==> src/fwg_pkg.sv <==
// Package for the flash rewrite guard: address map, field layout, reset values, request types.
// Assumes a 20-bit CPU address space and one system clock for every user of these types.
package fwg_pkg;

	localparam int          ADDR_W         = 20;
	localparam int          BLK_W          = 8;

	// Data flash control register and its only live field
	localparam logic [19:0] DFL_CTRL_ADDR  = 20'hF_0090;
	localparam logic [7:0]  DFL_CTRL_RESET = 8'h00;
	localparam int          DFL_EN_BIT     = 0;
	localparam logic [2:0]  DFL_EN_SEL     = 3'h0;

	// Boot clusters, 4 KB each
	localparam logic [19:0] BOOT0_FIRST    = 20'h0_0000;
	localparam logic [19:0] BOOT0_LAST     = 20'h0_0FFF;
	localparam logic [19:0] BOOT1_FIRST    = 20'h0_1000;

	// Flash regions and block geometry
	localparam logic [19:0] CF_LAST        = 20'h1_FFFF;
	localparam logic [19:0] DF_FIRST       = 20'hF_1000;
	localparam logic [19:0] DF_LAST        = 20'hF_17FF;
	localparam int          BLK_SHIFT      = 10;
	localparam logic [19:0] DF_BLK_MASK    = 20'hF_FC00;

	// Shield window after power-on: whole code flash open
	localparam logic [7:0]  WIN_START_RST  = 8'h00;
	localparam logic [7:0]  WIN_END_RST    = 8'h7F;

	// Request data field positions for security set, window set and swap set
	localparam int          SEC_ERS_BIT    = 0;
	localparam int          SEC_WR_BIT     = 1;
	localparam int          SEC_B0_BIT     = 2;
	localparam int          WIN_END_LSB    = 8;
	localparam int          SWAP_BIT       = 0;

	typedef enum logic [2:0] {
		FWG_OP_ERASE,
		FWG_OP_WRITE,
		FWG_OP_SEC_SET,
		FWG_OP_SEC_RELEASE,
		FWG_OP_WIN_SET,
		FWG_OP_SWAP_SET
	} fwg_op_t;

	typedef struct packed {
		logic           from_serial;
		fwg_op_t        op;
		logic [19:0]    addr;
		logic [15:0]    data;
	} fwg_req_t;

	typedef struct packed {
		logic           erase;
		logic           write;
		logic           data_region;
		logic [19:0]    addr;
		logic [15:0]    data;
	} fwg_cmd_t;

	typedef struct packed {
		logic           ers_prot;
		logic           wr_prot;
		logic           b0_prot;
	} fwg_sec_t;

endpackage

==> src/fwg_guard.sv <==
// Top of the flash rewrite guard: security state, shield window, boot swap, data flash gating.
// Assumes requests, flash array busy flags and the CPU access port all run on clk_i.
`timescale 1ns/1ps

// How it works
// RULE1 - Two 4 KB boot clusters swap boot roles
// RULE2 - Recorded swap boots from cluster 1 after reset
// RULE3 - Window start/end settable from both paths
// RULE4 - Self-programming rewrites only inside window
// RULE5 - Serial path ignores the window
// RULE6 - Boot cluster 0 lock beats window
// RULE7 - Window never limits data flash
// RULE8 - Erase lock rejects serial erase only
// RULE9 - Write lock rejects serial write only
// RULE10 - Boot cluster 0 lock blocks both paths
// RULE11 - All locks clear when shipped
// RULE12 - Locks independent, settable from both paths
// RULE13 - Erase and boot locks are permanent
// RULE14 - Write lock release: serial, others clear, blank
// RULE15 - Release takes effect at next reset
// RULE16 - Data flash erases whole 1 KB blocks
// RULE17 - Data flash accesses byte wide only
// RULE18 - No instruction fetch from data flash
// RULE19 - Code fetch continues during data rewrite
// RULE20 - No data flash access during code self-rewrite
// RULE21 - Data rewrite blocks STOP and control writes
// RULE22 - Control register resets to zero, bit 0
// RULE23 - Enable bit gates data flash access
// RULE24 - Software waits setup time after enable
// RULE25 - Refused rewrite leaves flash, reports error
module fwg_guard (
	input  wire logic                  clk_i,
	input  wire logic                  rstn_i,
	input  wire logic                  dev_reset_i,
	input  wire logic                  req_valid_i,
	input  fwg_pkg::fwg_req_t          req_i,
	output logic                       resp_valid_o,
	output logic                       resp_err_o,
	output fwg_pkg::fwg_cmd_t          flash_cmd_o,
	output logic                       flash_cmd_valid_o,
	input  wire logic                  cf_busy_i,
	input  wire logic                  df_busy_i,
	input  wire logic                  cf_blank_i,
	input  wire logic                  df_blank_i,
	input  wire logic                  sfr_wr_i,
	input  wire logic                  sfr_bit_i,
	input  wire logic [2:0]            sfr_bitsel_i,
	input  wire logic                  sfr_rd_i,
	input  wire logic [19:0]           sfr_addr_i,
	input  wire logic [7:0]            sfr_wdata_i,
	output logic [7:0]                 sfr_rdata_o,
	input  wire logic                  acc_valid_i,
	input  wire logic [19:0]           acc_addr_i,
	input  wire logic                  acc_fetch_i,
	input  wire logic                  acc_wide_i,
	output logic                       acc_ok_o,
	output logic                       acc_err_o,
	input  wire logic                  stop_req_i,
	output logic                       stop_grant_o,
	output logic                       boot_swap_o,
	output logic [19:0]                boot_base_o,
	output logic                       background_rewrite_exec_o,
	output fwg_pkg::fwg_sec_t          sec_o
);

	fwg_pkg::fwg_sec_t sec_reg;
	logic              rel_pend_reg;
	logic              swap_rec_reg;
	logic              swap_act_reg;
	logic [7:0]        win_start_reg;
	logic [7:0]        win_end_reg;
	logic              data_flash_access_en;
	logic              cf_self_reg;

	logic              in_boot0;
	logic              in_code;
	logic              in_data;
	logic              in_window;
	logic              acc_in_data;
	logic              allow;
	logic              is_erase;
	logic              is_write;
	logic              busy_any;
	logic              rew_ok;
	logic              release_ok;
	logic              ctrl_hit;
	logic [7:0]        req_blk;

	assign is_erase = req_valid_i && (req_i.op == fwg_pkg::FWG_OP_ERASE);
	assign is_write = req_valid_i && (req_i.op == fwg_pkg::FWG_OP_WRITE);
	assign busy_any = cf_busy_i || df_busy_i;
	assign req_blk  = req_i.addr[fwg_pkg::BLK_SHIFT +: 8];
	assign ctrl_hit = (sfr_addr_i == fwg_pkg::DFL_CTRL_ADDR);

	// Boot cluster 0 is a fixed physical range whatever the swap state
	fwg_range_chk #(.W(20)) u_boot0 (
		.val_i   (req_i.addr),
		.first_i (fwg_pkg::BOOT0_FIRST),
		.last_i  (fwg_pkg::BOOT0_LAST),
		.hit_o   (in_boot0)
	);

	fwg_range_chk #(.W(20)) u_code (
		.val_i   (req_i.addr),
		.first_i (20'h0_0000),
		.last_i  (fwg_pkg::CF_LAST),
		.hit_o   (in_code)
	);

	fwg_range_chk #(.W(20)) u_data (
		.val_i   (req_i.addr),
		.first_i (fwg_pkg::DF_FIRST),
		.last_i  (fwg_pkg::DF_LAST),
		.hit_o   (in_data)
	);

	fwg_range_chk #(.W(8)) u_window (
		.val_i   (req_blk),
		.first_i (win_start_reg),
		.last_i  (win_end_reg),
		.hit_o   (in_window)
	);

	fwg_range_chk #(.W(20)) u_acc_data (
		.val_i   (acc_addr_i),
		.first_i (fwg_pkg::DF_FIRST),
		.last_i  (fwg_pkg::DF_LAST),
		.hit_o   (acc_in_data)
	);

	fwg_perm u_perm (
		.is_erase_i    (is_erase),
		.is_write_i    (is_write),
		.from_serial_i (req_i.from_serial),
		.in_window_i   (in_window),
		.in_boot0_i    (in_boot0),
		.is_data_i     (in_data),
		.is_code_i     (in_code),
		.sec_i         (sec_reg),
		.allow_o       (allow)
	);

	// A rewrite is also refused while either array is busy; data rewrite is refused during code self-rewrite
	assign rew_ok = allow && !busy_any && !(in_data && cf_self_reg);              // [RULE25] [RULE20]

	assign release_ok = req_i.from_serial && !sec_reg.ers_prot && !sec_reg.b0_prot
		&& cf_blank_i && df_blank_i;                                          // [RULE14]

	// Security bits: power-on is the as-shipped state
	always_ff @(posedge clk_i or negedge rstn_i) begin
		if (!rstn_i) begin
			sec_reg <= '0;                                                // [RULE11]
		end else begin
			if (req_valid_i && req_i.op == fwg_pkg::FWG_OP_SEC_SET) begin
				// Setting only ORs in; nothing ever clears erase or boot locks
				sec_reg.ers_prot <= sec_reg.ers_prot
					|| req_i.data[fwg_pkg::SEC_ERS_BIT];        // [RULE12] [RULE13]
				sec_reg.b0_prot  <= sec_reg.b0_prot
					|| req_i.data[fwg_pkg::SEC_B0_BIT];         // [RULE13]
				sec_reg.wr_prot  <= sec_reg.wr_prot
					|| req_i.data[fwg_pkg::SEC_WR_BIT];         // [RULE12]
			end else if (dev_reset_i && rel_pend_reg) begin
				sec_reg.wr_prot <= 1'b0;                              // [RULE15]
			end
		end
	end

	// Pending release; a new release in the reset cycle stays pending
	always_ff @(posedge clk_i or negedge rstn_i) begin
		if (!rstn_i) begin
			rel_pend_reg <= 1'b0;
		end else if (req_valid_i && req_i.op == fwg_pkg::FWG_OP_SEC_RELEASE && release_ok) begin
			rel_pend_reg <= 1'b1;                                         // [RULE14]
		end else if (dev_reset_i) begin
			rel_pend_reg <= 1'b0;
		end
	end

	// Boot swap: recorded now, acted on at the next device reset
	always_ff @(posedge clk_i or negedge rstn_i) begin
		if (!rstn_i) begin
			swap_rec_reg <= 1'b0;
			swap_act_reg <= 1'b0;
		end else begin
			if (req_valid_i && req_i.op == fwg_pkg::FWG_OP_SWAP_SET) begin
				swap_rec_reg <= req_i.data[fwg_pkg::SWAP_BIT];        // [RULE1]
			end
			if (dev_reset_i) begin
				swap_act_reg <= swap_rec_reg;                         // [RULE2]
			end
		end
	end

	// Shield window, writable from either path
	always_ff @(posedge clk_i or negedge rstn_i) begin
		if (!rstn_i) begin
			win_start_reg <= fwg_pkg::WIN_START_RST;
			win_end_reg   <= fwg_pkg::WIN_END_RST;
		end else if (req_valid_i && req_i.op == fwg_pkg::FWG_OP_WIN_SET) begin
			win_start_reg <= req_i.data[7:0];                             // [RULE3]
			win_end_reg   <= req_i.data[fwg_pkg::WIN_END_LSB +: 8];       // [RULE3]
		end
	end

	// Answer to every request, one cycle later
	always_ff @(posedge clk_i or negedge rstn_i) begin
		if (!rstn_i) begin
			resp_valid_o <= 1'b0;
			resp_err_o   <= 1'b0;
		end else begin
			resp_valid_o <= req_valid_i;
			unique case (req_i.op)
				fwg_pkg::FWG_OP_ERASE,
				fwg_pkg::FWG_OP_WRITE:       resp_err_o <= req_valid_i && !rew_ok;     // [RULE25]
				fwg_pkg::FWG_OP_SEC_RELEASE: resp_err_o <= req_valid_i && !release_ok;
				default:                     resp_err_o <= 1'b0;
			endcase
		end
	end

	// Only permitted rewrites reach the array; data erase is aligned to its 1 KB block
	always_ff @(posedge clk_i or negedge rstn_i) begin
		if (!rstn_i) begin
			flash_cmd_valid_o <= 1'b0;
			flash_cmd_o       <= '0;
		end else begin
			flash_cmd_valid_o       <= (is_erase || is_write) && rew_ok;          // [RULE25]
			flash_cmd_o.erase       <= is_erase && rew_ok;
			flash_cmd_o.write       <= is_write && rew_ok;
			flash_cmd_o.data_region <= in_data;                                   // [RULE16]
			flash_cmd_o.addr        <= (is_erase && in_data) ?
				(req_i.addr & fwg_pkg::DF_BLK_MASK) : req_i.addr;             // [RULE16]
			flash_cmd_o.data        <= req_i.data;
		end
	end

	// Remembers whether the running code rewrite came from self-programming
	always_ff @(posedge clk_i or negedge rstn_i) begin
		if (!rstn_i) begin
			cf_self_reg <= 1'b0;
		end else if ((is_erase || is_write) && rew_ok && in_code) begin
			cf_self_reg <= !req_i.from_serial;
		end else if (!cf_busy_i && !flash_cmd_valid_o) begin
			cf_self_reg <= 1'b0;
		end
	end

	// Data flash control register: bit 0 only, locked during data rewrite
	always_ff @(posedge clk_i or negedge rstn_i) begin
		if (!rstn_i) begin
			data_flash_access_en <= fwg_pkg::DFL_CTRL_RESET[fwg_pkg::DFL_EN_BIT];          // [RULE22]
		end else if (sfr_wr_i && ctrl_hit && !df_busy_i) begin                                 // [RULE21]
			if (!sfr_bit_i) begin
				data_flash_access_en <= sfr_wdata_i[fwg_pkg::DFL_EN_BIT];               // [RULE22]
			end else if (sfr_bitsel_i == fwg_pkg::DFL_EN_SEL) begin
				data_flash_access_en <= sfr_wdata_i[fwg_pkg::DFL_EN_BIT];
			end
		end
	end

	always_ff @(posedge clk_i or negedge rstn_i) begin
		if (!rstn_i) begin
			sfr_rdata_o <= 8'h00;
		end else begin
			sfr_rdata_o <= (sfr_rd_i && ctrl_hit) ? {7'h00, data_flash_access_en} : 8'h00;
		end
	end

	// CPU accesses: data flash is byte-read only, enabled, and not during code self-rewrite
	always_ff @(posedge clk_i or negedge rstn_i) begin
		if (!rstn_i) begin
			acc_ok_o  <= 1'b0;
			acc_err_o <= 1'b0;
		end else begin
			acc_ok_o  <= acc_valid_i && (!acc_in_data || (!acc_fetch_i && !acc_wide_i
				&& data_flash_access_en && !cf_self_reg));                     // [RULE19] [RULE23]
			acc_err_o <= acc_valid_i && acc_in_data && (acc_fetch_i || acc_wide_i
				|| !data_flash_access_en || cf_self_reg);                      // [RULE17] [RULE18] [RULE20]
		end
	end

	always_ff @(posedge clk_i or negedge rstn_i) begin
		if (!rstn_i) begin
			stop_grant_o              <= 1'b0;
			background_rewrite_exec_o <= 1'b0;
			boot_swap_o               <= 1'b0;
			boot_base_o               <= fwg_pkg::BOOT0_FIRST;
			sec_o                     <= '0;
		end else begin
			stop_grant_o              <= stop_req_i && !df_busy_i;                          // [RULE21]
			background_rewrite_exec_o <= df_busy_i;                                         // [RULE19]
			boot_swap_o               <= swap_act_reg;
			boot_base_o               <= swap_act_reg ? fwg_pkg::BOOT1_FIRST : fwg_pkg::BOOT0_FIRST; // [RULE2]
			sec_o                     <= sec_reg;
		end
	end
endmodule

==> src/fwg_range_chk.sv <==
// Inclusive range compare of a value against a lower and upper bound.
// Assumes the caller keeps first <= last; an inverted range matches nothing.
`timescale 1ns/1ps
module fwg_range_chk #(
	parameter int W = 20
) (
	input  wire logic [W-1:0] val_i,
	input  wire logic [W-1:0] first_i,
	input  wire logic [W-1:0] last_i,
	output logic              hit_o
);

	assign hit_o = (val_i >= first_i) && (val_i <= last_i);

endmodule

==> src/fwg_perm.sv <==
// Permission decision for one erase or write request.
// Assumes region and window hits are already decoded by the caller.
`timescale 1ns/1ps
module fwg_perm (
	input  wire logic             is_erase_i,
	input  wire logic             is_write_i,
	input  wire logic             from_serial_i,
	input  wire logic             in_window_i,
	input  wire logic             in_boot0_i,
	input  wire logic             is_data_i,
	input  wire logic             is_code_i,
	input  fwg_pkg::fwg_sec_t     sec_i,
	output logic                  allow_o
);

	logic deny_boot0;
	logic deny_window;
	logic deny_serial;

	// Boot cluster 0 lock beats any window that covers it
	assign deny_boot0  = sec_i.b0_prot && in_boot0_i && is_code_i;             // [RULE10] [RULE6]
	// Window limits only self-programming and only code flash
	assign deny_window = !from_serial_i && is_code_i && !in_window_i;          // [RULE4] [RULE5] [RULE7]
	// Erase and write locks act on the serial path only
	assign deny_serial = from_serial_i &&
		((is_erase_i && sec_i.ers_prot) || (is_write_i && sec_i.wr_prot)); // [RULE8] [RULE9]

	assign allow_o = (is_erase_i || is_write_i) && (is_code_i || is_data_i)
		&& !deny_boot0 && !deny_window && !deny_serial;

endmodule

==> config.mk <==
export PLATFORM = sky130hd
export DESIGN_NAME = fwg_guard
export DESIGN_NICKNAME = d
export VERILOG_FILES = /design/src/fwg_pkg.sv /design/src/fwg_guard.sv /design/src/fwg_range_chk.sv /design/src/fwg_perm.sv
export SDC_FILE = /design/constraint.sdc
export NUM_CORES = 1
export LEC_CHECK = 0
export BUFFER_PORTS_ARGS = -buffer_cell sky130_fd_sc_hd__buf_4
export CAP_MARGIN = 20
export CORE_ASPECT_RATIO = 0.9
export CORE_MARGIN = 2
export CORE_UTILIZATION = 47
export DETAILED_ROUTE_END_ITERATION = 10
export PLACE_DENSITY = 0.85
export SYNTH_ARGS = -nofsm -noshare
export SYNTH_HDL_FRONTEND = slang
export SYNTH_SLANG_ARGS = --single-unit
==> constraint.sdc <==
create_clock -name clk_i -period 2.9 [get_ports clk_i]
set_input_delay 0.58 -clock clk_i [delete_from_list [all_inputs] [get_ports clk_i]]
set_output_delay 0.58 -clock clk_i [all_outputs]
set_load 0.03 [all_outputs]
Word-level counts from Yosys, hierarchy flattened:

Index checks and enable logic that the tools add are counted.

* order comparisons: 9
* muxes and demuxes: 12
* reduce and logical (&&, ||, !) cells: 86
* eq/ne operators: 7

Operators with widths (number)
* 1-bit logical AND: 49
* 20-bit >= comparator, second input constant: 2
* 20-bit <= comparator, second input constant: 2
* 20-bit == test, second input constant: 1
* 20-bit by 1-bit >= comparator with 1-bit output, second input constant: 1
* 20-bit by 12-bit <= comparator with 1-bit output, second input constant: 1
* 20-bit by 17-bit <= comparator with 1-bit output, second input constant: 1
* 1-bit logical NOT: 19
* 13-bit 2-to-1 mux: 1
* 1-bit logical OR: 11
* 10-bit 2-to-1 mux: 1
* 1-bit 2-to-1 mux: 9
* 8-bit >= comparator: 1
* 8-bit <= comparator: 1
* 3-bit by 2-bit == test with 1-bit output, second input constant: 2
* 3-bit == test, second input constant: 2
* 3-bit logical NOT: 2
* 2-bit nonzero test: 3
* 3-bit by 1-bit == test with 1-bit output, second input constant: 1
* 2-bit by 1-bit != test with 1-bit output, second input constant: 1
* 1-bit case mux with 2 select lines: 1
* 2-bit AND reduction: 1
* 2-bit OR reduction: 1

* register bits after elaboration: 88
* input bits: 106

Depth between registers and ports, before layout:

* depth after elaboration: 13
* gate-level depth with buffers: 8
* depth with buffers taken out: 8

Modules after synthesis:

A second synthesis with hierarchy kept.

* cells, all modules: 805
* area, all modules: 7189.4 sq um

By module, submodules not included
* fwg_range_chk (u_acc_data ...): cells an instance 140, sequential area each 0.0 sq um, instances 3, area each 997.2 sq um
* fwg_guard: cells an instance 186, sequential area each 1885.6 sq um, instances 1, area each 2756.4 sq um
* fwg_range_chk (u_boot0): cells an instance 137, sequential area each 0.0 sq um, instances 1, area each 1001.0 sq um
* fwg_range_chk (u_window): cells an instance 57, sequential area each 0.0 sq um, instances 1, area each 401.6 sq um
* fwg_perm: cells an instance 5, sequential area each 0.0 sq um, instances 1, area each 38.8 sq um

Worst setup path after synthesis:

OpenSTA, ideal clock, no wires.

* kind: input to register
* start point: in req_i[26] (netlist name)
* end point: reg flash_cmd_o[37] (netlist name)
* data arrival time: 1.894 ns
* buffers on the path: 0
* required time: 2.781 ns
* cell stages on the path: 8
* setup slack: 0.887 ns
* cells stage by stage: inv_1 > ha_1 > nand2b_1 > a2111oi_0 > or4_4 > a21oi_2 > o211a_4 > and2_1

* word-level cells in the longest chain between the ends: 11
* elaborated cells on any way between the ends: 28
* classes of those cells: order compare: 7; reduce/logical: 21

RTL lines
* from (decl): line fwg_guard.sv:36 `input fwg_pkg::fwg_req_t req_i,`
* 20-bit by 1-bit >= comparator with 1-bit output / 20-bit by 12-bit <= comparator with 1-bit output (equally long branches): line fwg_range_chk.sv:13 `assign hit_o = (val_i >= first_i) && (val_i <= last_i);`
* 1-bit logical AND: line fwg_range_chk.sv:13
* 1-bit logical AND (2 in series): line fwg_perm.sv:21 `assign deny_boot0 = sec_i.b0_prot && in_boot0_i && is_code_i;`
* 1-bit logical NOT: line fwg_perm.sv:29 `&& !deny_boot0 && !deny_window && !deny_serial;`
* 1-bit logical AND (3 in series): line fwg_perm.sv:29
* 1-bit logical AND: line fwg_guard.sv:144 `assign rew_ok = allow && !busy_any && !(in_data && cf_self_reg);`
* 1-bit logical AND *: line fwg_guard.sv:144
* 1-bit logical AND *: line fwg_guard.sv:229 `flash_cmd_o.write <= is_write && rew_ok;`
* to (decl): line fwg_guard.sv:39 `output fwg_pkg::fwg_cmd_t flash_cmd_o,`

Every way passes the cells marked *; elsewhere a longest branch is shown, timed or not.
A chain may end at the register's enable or synchronous reset.

Worst setup path in the final report:

* start point: reg win_end_reg[1]
* end point: reg cf_self_reg

* word-level cells in the longest chain between the ends: 12
* elaborated cells on any way between the ends: 13
* classes of those cells: order compare: 1; mux: 1; reduce/logical: 11

RTL lines
* from (decl): line fwg_guard.sv:71 `logic [7:0] win_end_reg;`
* from (signal assigned): line fwg_guard.sv:198 `win_end_reg <= fwg_pkg::WIN_END_RST;`
* from (signal assigned): line fwg_guard.sv:201 `win_end_reg <= req_i.data[fwg_pkg::WIN_END_LSB +: 8];`
* 8-bit <= comparator *: line fwg_range_chk.sv:13
* 1-bit logical AND *: line fwg_range_chk.sv:13
* 1-bit logical NOT *: line fwg_perm.sv:23 `assign deny_window = !from_serial_i && is_code_i && !in_window_i;`
* 1-bit logical AND *: line fwg_perm.sv:23
* 1-bit logical NOT *: line fwg_perm.sv:29
* 1-bit logical AND * (2 in series): line fwg_perm.sv:29
* 1-bit logical AND * (2 in series): line fwg_guard.sv:144
* 1-bit logical AND * (2 in series): line fwg_guard.sv:241 `end else if ((is_erase || is_write) && rew_ok && in_code) begin`
* 1-bit 2-to-1 mux / 2-bit nonzero test (equally long branches)
* to (signal assigned): line fwg_guard.sv:242 `cf_self_reg <= !req_i.from_serial;`
* to (decl): line fwg_guard.sv:73 `logic cf_self_reg;`

Marks and branches as above.

==> impl_metrics.prom <==
# TYPE chip_impl_metric gauge
chip_impl_metric{name="num_rows",unit=""} 28
chip_impl_metric{name="clock.fmax",unit="GHz"} 0.500
chip_impl_metric{name="nFillCells",unit=""} 488
chip_impl_metric{name="area_growth",unit="%"} 39.2
chip_impl_metric{name="drt-initial-drc-count",unit=""} 80
chip_impl_metric{name="clock_insertion_delay_worst_skew",unit="ns"} 0.34
chip_impl_info{name="setup.worst_path.end_class",value="flip-flop"} 1
chip_impl_metric{name="ff_latch_area",unit="sq um"} 1890
chip_impl_metric{name="yosys_warnings",unit=""} 0
chip_impl_metric{name="r2r_cells",unit=""} 8
chip_impl_metric{name="timing.slew.headroom",unit="%"} 39.1
chip_impl_metric{name="worst-slew-pin-transition",unit="ns"} 0.913
chip_impl_metric{name="die_area",unit="sq um"} 7380
chip_impl_info{name="hold_path_class",value="in2reg"} 1
chip_impl_metric{name="cts.reportedPaths.clkPinSlew",unit="ns"} 0.07
chip_impl_metric{name="finalCritPeriodShare",unit="%"} 69.0
chip_impl_metric{name="syn-instance-count",unit=""} 263
chip_impl_info{name="synth.largest_area_cell",value="sky130_fd_sc_hd__dfrtp_1"} 1
chip_impl_metric{name="layoutNonFillerInstCount",unit=""} 503
chip_impl_metric{name="synth_area",unit="sq um"} 3150
chip_impl_metric{name="setup-violations-final",unit=""} 0
chip_impl_metric{name="synthArstFlopShare",unit="%"} 100
chip_impl_info{name="cell_types_with_the_highest_counts_after_synthesis",value="sky130_fd_sc_hd__dfrtp_1, sky130_fd_sc_hd__buf_4, sky130_fd_sc_hd__inv_1, sky130_fd_sc_hd__nand2_1, sky130_fd_sc_hd__ha_1"} 1
chip_impl_metric{name="hold_depth",unit=""} 1
chip_impl_metric{name="synth_cell_type_count",unit=""} 44
chip_impl_metric{name="p_seq_share",unit="%"} 47.8
chip_impl_metric{name="post_synth.cell_area_avg",unit="sq um"} 12.0
chip_impl_metric{name="nets",unit=""} 530
chip_impl_metric{name="ys_seq_elements",unit=""} 75
chip_impl_metric{name="grt_antenna_before_repair",unit=""} 0
chip_impl_metric{name="die_w",unit="um"} 90.3
chip_impl_info{name="worst-setup-path-type",value="reg2reg"} 1
chip_impl_metric{name="final_hold_violation_count",unit=""} 0
chip_impl_metric{name="total_area_of_multi_input_combinational_cells",unit="sq um"} 1070
chip_impl_info{name="status",value="finished clean"} 1
chip_impl_metric{name="timing.final.crit_period",unit="ns"} 2.00
chip_impl_metric{name="largest_register_ff_count",unit=""} 39
chip_impl_metric{name="coreArea",unit="sq um"} 6550
chip_impl_metric{name="finalInstanceArea",unit="sq um"} 4390
chip_impl_metric{name="total_power",unit="uW"} 2510
chip_impl_metric{name="power.static_leakage",unit="uW"} 0.00218
chip_impl_metric{name="place_worst_setup_slack",unit="ns"} 0.673
chip_impl_metric{name="clock_tree.buffer_depth",unit=""} 2
chip_impl_metric{name="total_switching_power",unit="uW"} 708
chip_impl_metric{name="port-buffer-count",unit=""} 139
chip_impl_info{name="yosys.cell_count.top_type",value="sky130_fd_sc_hd__dfrtp_1"} 1
chip_impl_info{name="synth_flop_cell",value="sky130_fd_sc_hd__dfrtp_1"} 1
chip_impl_metric{name="maximum_number_of_pins_on_one_net_before_global_route_repair",unit=""} 76
chip_impl_metric{name="antenna_left",unit=""} 0
chip_impl_metric{name="slew_violations",unit=""} 0
chip_impl_metric{name="synth_top_cell_area_share",unit="%"} 54.0
chip_impl_metric{name="power.clock.fraction",unit="%"} 30.9
chip_impl_metric{name="cellInternalPower",unit="uW"} 1800
chip_impl_metric{name="gr-total-overflow",unit=""} 0
chip_impl_metric{name="grt_pass1_wl",unit="um"} 11200
chip_impl_info{name="clockRootBuffer",value="sky130_fd_sc_hd__clkbuf_8"} 1
chip_impl_metric{name="vias_cell",unit=""} 4.64
chip_impl_info{name="ys_top_cells_by_area",value="sky130_fd_sc_hd__dfrtp_1, sky130_fd_sc_hd__buf_4, sky130_fd_sc_hd__ha_1"} 1
chip_impl_metric{name="drt_first_pass_iters",unit=""} 4
chip_impl_metric{name="gp_routability_congestion",unit=""} 0.789
chip_impl_metric{name="fin_ws",unit="ns"} 0.899
chip_impl_metric{name="power_switching_share",unit="%"} 28.2
chip_impl_metric{name="placement.cell_area",unit="sq um"} 4190
chip_impl_metric{name="ir_drop",unit="uV"} 273
chip_impl_metric{name="route.detailed.wl_per_inst",unit="um"} 14.3
chip_impl_metric{name="critPathArrivalTime",unit="ns"} 2.22
chip_impl_metric{name="design.portCount",unit=""} 184
chip_impl_metric{name="post_synth_edffs",unit=""} 0
chip_impl_metric{name="layout-drive-gt1-share",unit="%"} 41.6
chip_impl_metric{name="detail_route.drc_violations",unit=""} 0
chip_impl_metric{name="via_count_of_the_routed_design",unit=""} 2333
chip_impl_metric{name="setup_total_negative_slack",unit="ns"} 0
chip_impl_metric{name="placed_cells",unit=""} 487
chip_impl_metric{name="worstPathMaxFanout",unit=""} 2
chip_impl_metric{name="combPwrFrac",unit="%"} 21.3
chip_impl_metric{name="ctsHtreeMaxLevel",unit=""} 3
chip_impl_metric{name="number_of_clock_buffers_inserted_by_tritoncts",unit=""} 9
chip_impl_metric{name="clkSinkCount",unit=""} 75
chip_impl_info{name="cts_tree",value="yes"} 1
chip_impl_metric{name="ctsHoldBuffers",unit=""} 0
chip_impl_metric{name="final.setup_skew",unit="ns"} 0.0138
chip_impl_metric{name="gr-usage-all-layers",unit="%"} 19.7
chip_impl_metric{name="ctsResizeCount",unit=""} 0
chip_impl_metric{name="postCtsSetupBuffers",unit=""} 0
chip_impl_metric{name="p_per_area",unit="nW/um^2"} 572
chip_impl_metric{name="cp.required",unit="ns"} 3.12
chip_impl_metric{name="wl",unit="um"} 7170
chip_impl_metric{name="maxCapViolCount",unit=""} 0
chip_impl_metric{name="antenna_cells_inserted",unit=""} 0
chip_impl_metric{name="dp_hpwl",unit="um"} 5550
chip_impl_metric{name="synth-seq-area-share",unit="%"} 59.8
chip_impl_metric{name="initial_utilization",unit="%"} 48.1
chip_impl_info{name="start_kind",value="flip-flop"} 1
chip_impl_info{name="grt_setup_unrepaired",value="no"} 1
chip_impl_metric{name="grt_pass1_vias",unit=""} 2347
chip_impl_metric{name="floorplan.die.height",unit="um"} 81.7
==> worst paths after layout <==
path / start / endpoint / slack [ns]
max: win_end_reg[1]$_DFFE_PN1P_ / cf_self_reg$_DFFE_PN0P_ / 0.90
min in group asynchronous: rstn_i / acc_err_o$_DFF_PN0_ / 0.37
min: req_i[12] / flash_cmd_o[12]$_DFF_PN0_ / 0.35
min reg2reg: swap_act_reg$_DFFE_PN0P_ / boot_swap_o$_DFF_PN0_ / 0.38
max reg2reg: win_end_reg[1]$_DFFE_PN1P_ / cf_self_reg$_DFFE_PN0P_ / 0.90
max in group asynchronous: rstn_i / flash_cmd_o[11]$_DFF_PN0_ / 1.94
==> metrics by stage <==
| stage | util [%] | hold slack, ns |
|---|---|---|
| 6_report | 67.0 | 0.353 |
| 5_1_grt | 67.0 | 0.338 |
| 4_1_cts | 67.0 | 0.343 |
| 3_5_place_dp | 64.0 | 0.369 |
| 2_1_floorplan | - | 0.284 |
| 3_3_place_gp | 64.0 | 0.370 |
==> per-layer routing <==
metal / GRT usage, % / part of all wire [%] / wire length [um] / vias to the layer above
met5: 0 / 0 / 0 / -
met4: 8.15 / 1.9 / 135 / 0
met3: 5.14 / 6.5 / 467 / 14
met2: 35.5 / 52 / 3710 / 107
met1: 22.9 / 40 / 2850 / 1082
li1: - / - / - / 1130
==> power groups by stage <==
stage                     clock [uW]  sequential [uW]  combinational (uW)
final                            777             1200                 534
after global routing             845             1210                 585
after CTS                        798             1200                 540
after detailed placement           0             1220                 537
after global placement             0             1220                 520
after floorplan                    0             1300                 245
==> layout by cell type (no fill, tap or decap), types with 3 or more instances in the layout <==
cell	n
sky130_fd_sc_hd__buf_4	140
sky130_fd_sc_hd__inv_1	19
sky130_fd_sc_hd__nand2b_1	3
sky130_fd_sc_hd__nor2b_1	15
sky130_fd_sc_hd__nand2_1	19
sky130_fd_sc_hd__nor4b_1	3
sky130_fd_sc_hd__nand4_1	4
sky130_fd_sc_hd__clkinv_2	3
sky130_fd_sc_hd__o21ai_0	15
sky130_fd_sc_hd__nor4_1	4
sky130_fd_sc_hd__dfstp_2	7
sky130_fd_sc_hd__nand3_1	8
sky130_fd_sc_hd__dfrtp_1	68
sky130_fd_sc_hd__ha_1	16
sky130_fd_sc_hd__conb_1	26
sky130_fd_sc_hd__mux2_2	4
sky130_fd_sc_hd__clkbuf_8	10
sky130_fd_sc_hd__nor2_1	4
sky130_fd_sc_hd__a21oi_1	5
sky130_fd_sc_hd__nor3_1	4
==> final cells by class <==
cell class	instances	area share, %
clock buffer	11	3.22
clock inverter	5	1.23
inverter	19	1.63
multi-input combinational	163	24.4
sequential	75	43.0
tap	90	2.57
timing repair buffer	140	24.0
==> cells by family after synthesis <==
family,share of synthesized area [%]
adders and majority gates,6.35
DFF,59.8
buffers and inverters,9.25
and+or+nand+nor,14.8
AOI/OAI and AO/OA,7.15
other,0.119
muxes,2.46
==> critical path, stage by stage (launching register included) <==
cell	delay (ns)
sky130_fd_sc_hd__dfstp_2	0.51
sky130_fd_sc_hd__inv_1	0.05
sky130_fd_sc_hd__ha_1	0.29
sky130_fd_sc_hd__nor2b_1	0.13
sky130_fd_sc_hd__o211ai_1	0.15
sky130_fd_sc_hd__a21oi_1	0.09
sky130_fd_sc_hd__o31ai_1	0.36
sky130_fd_sc_hd__nand3_1	0.16
sky130_fd_sc_hd__mux2i_1	0.15
No activity file was read; power rests on OpenSTA's default activity.
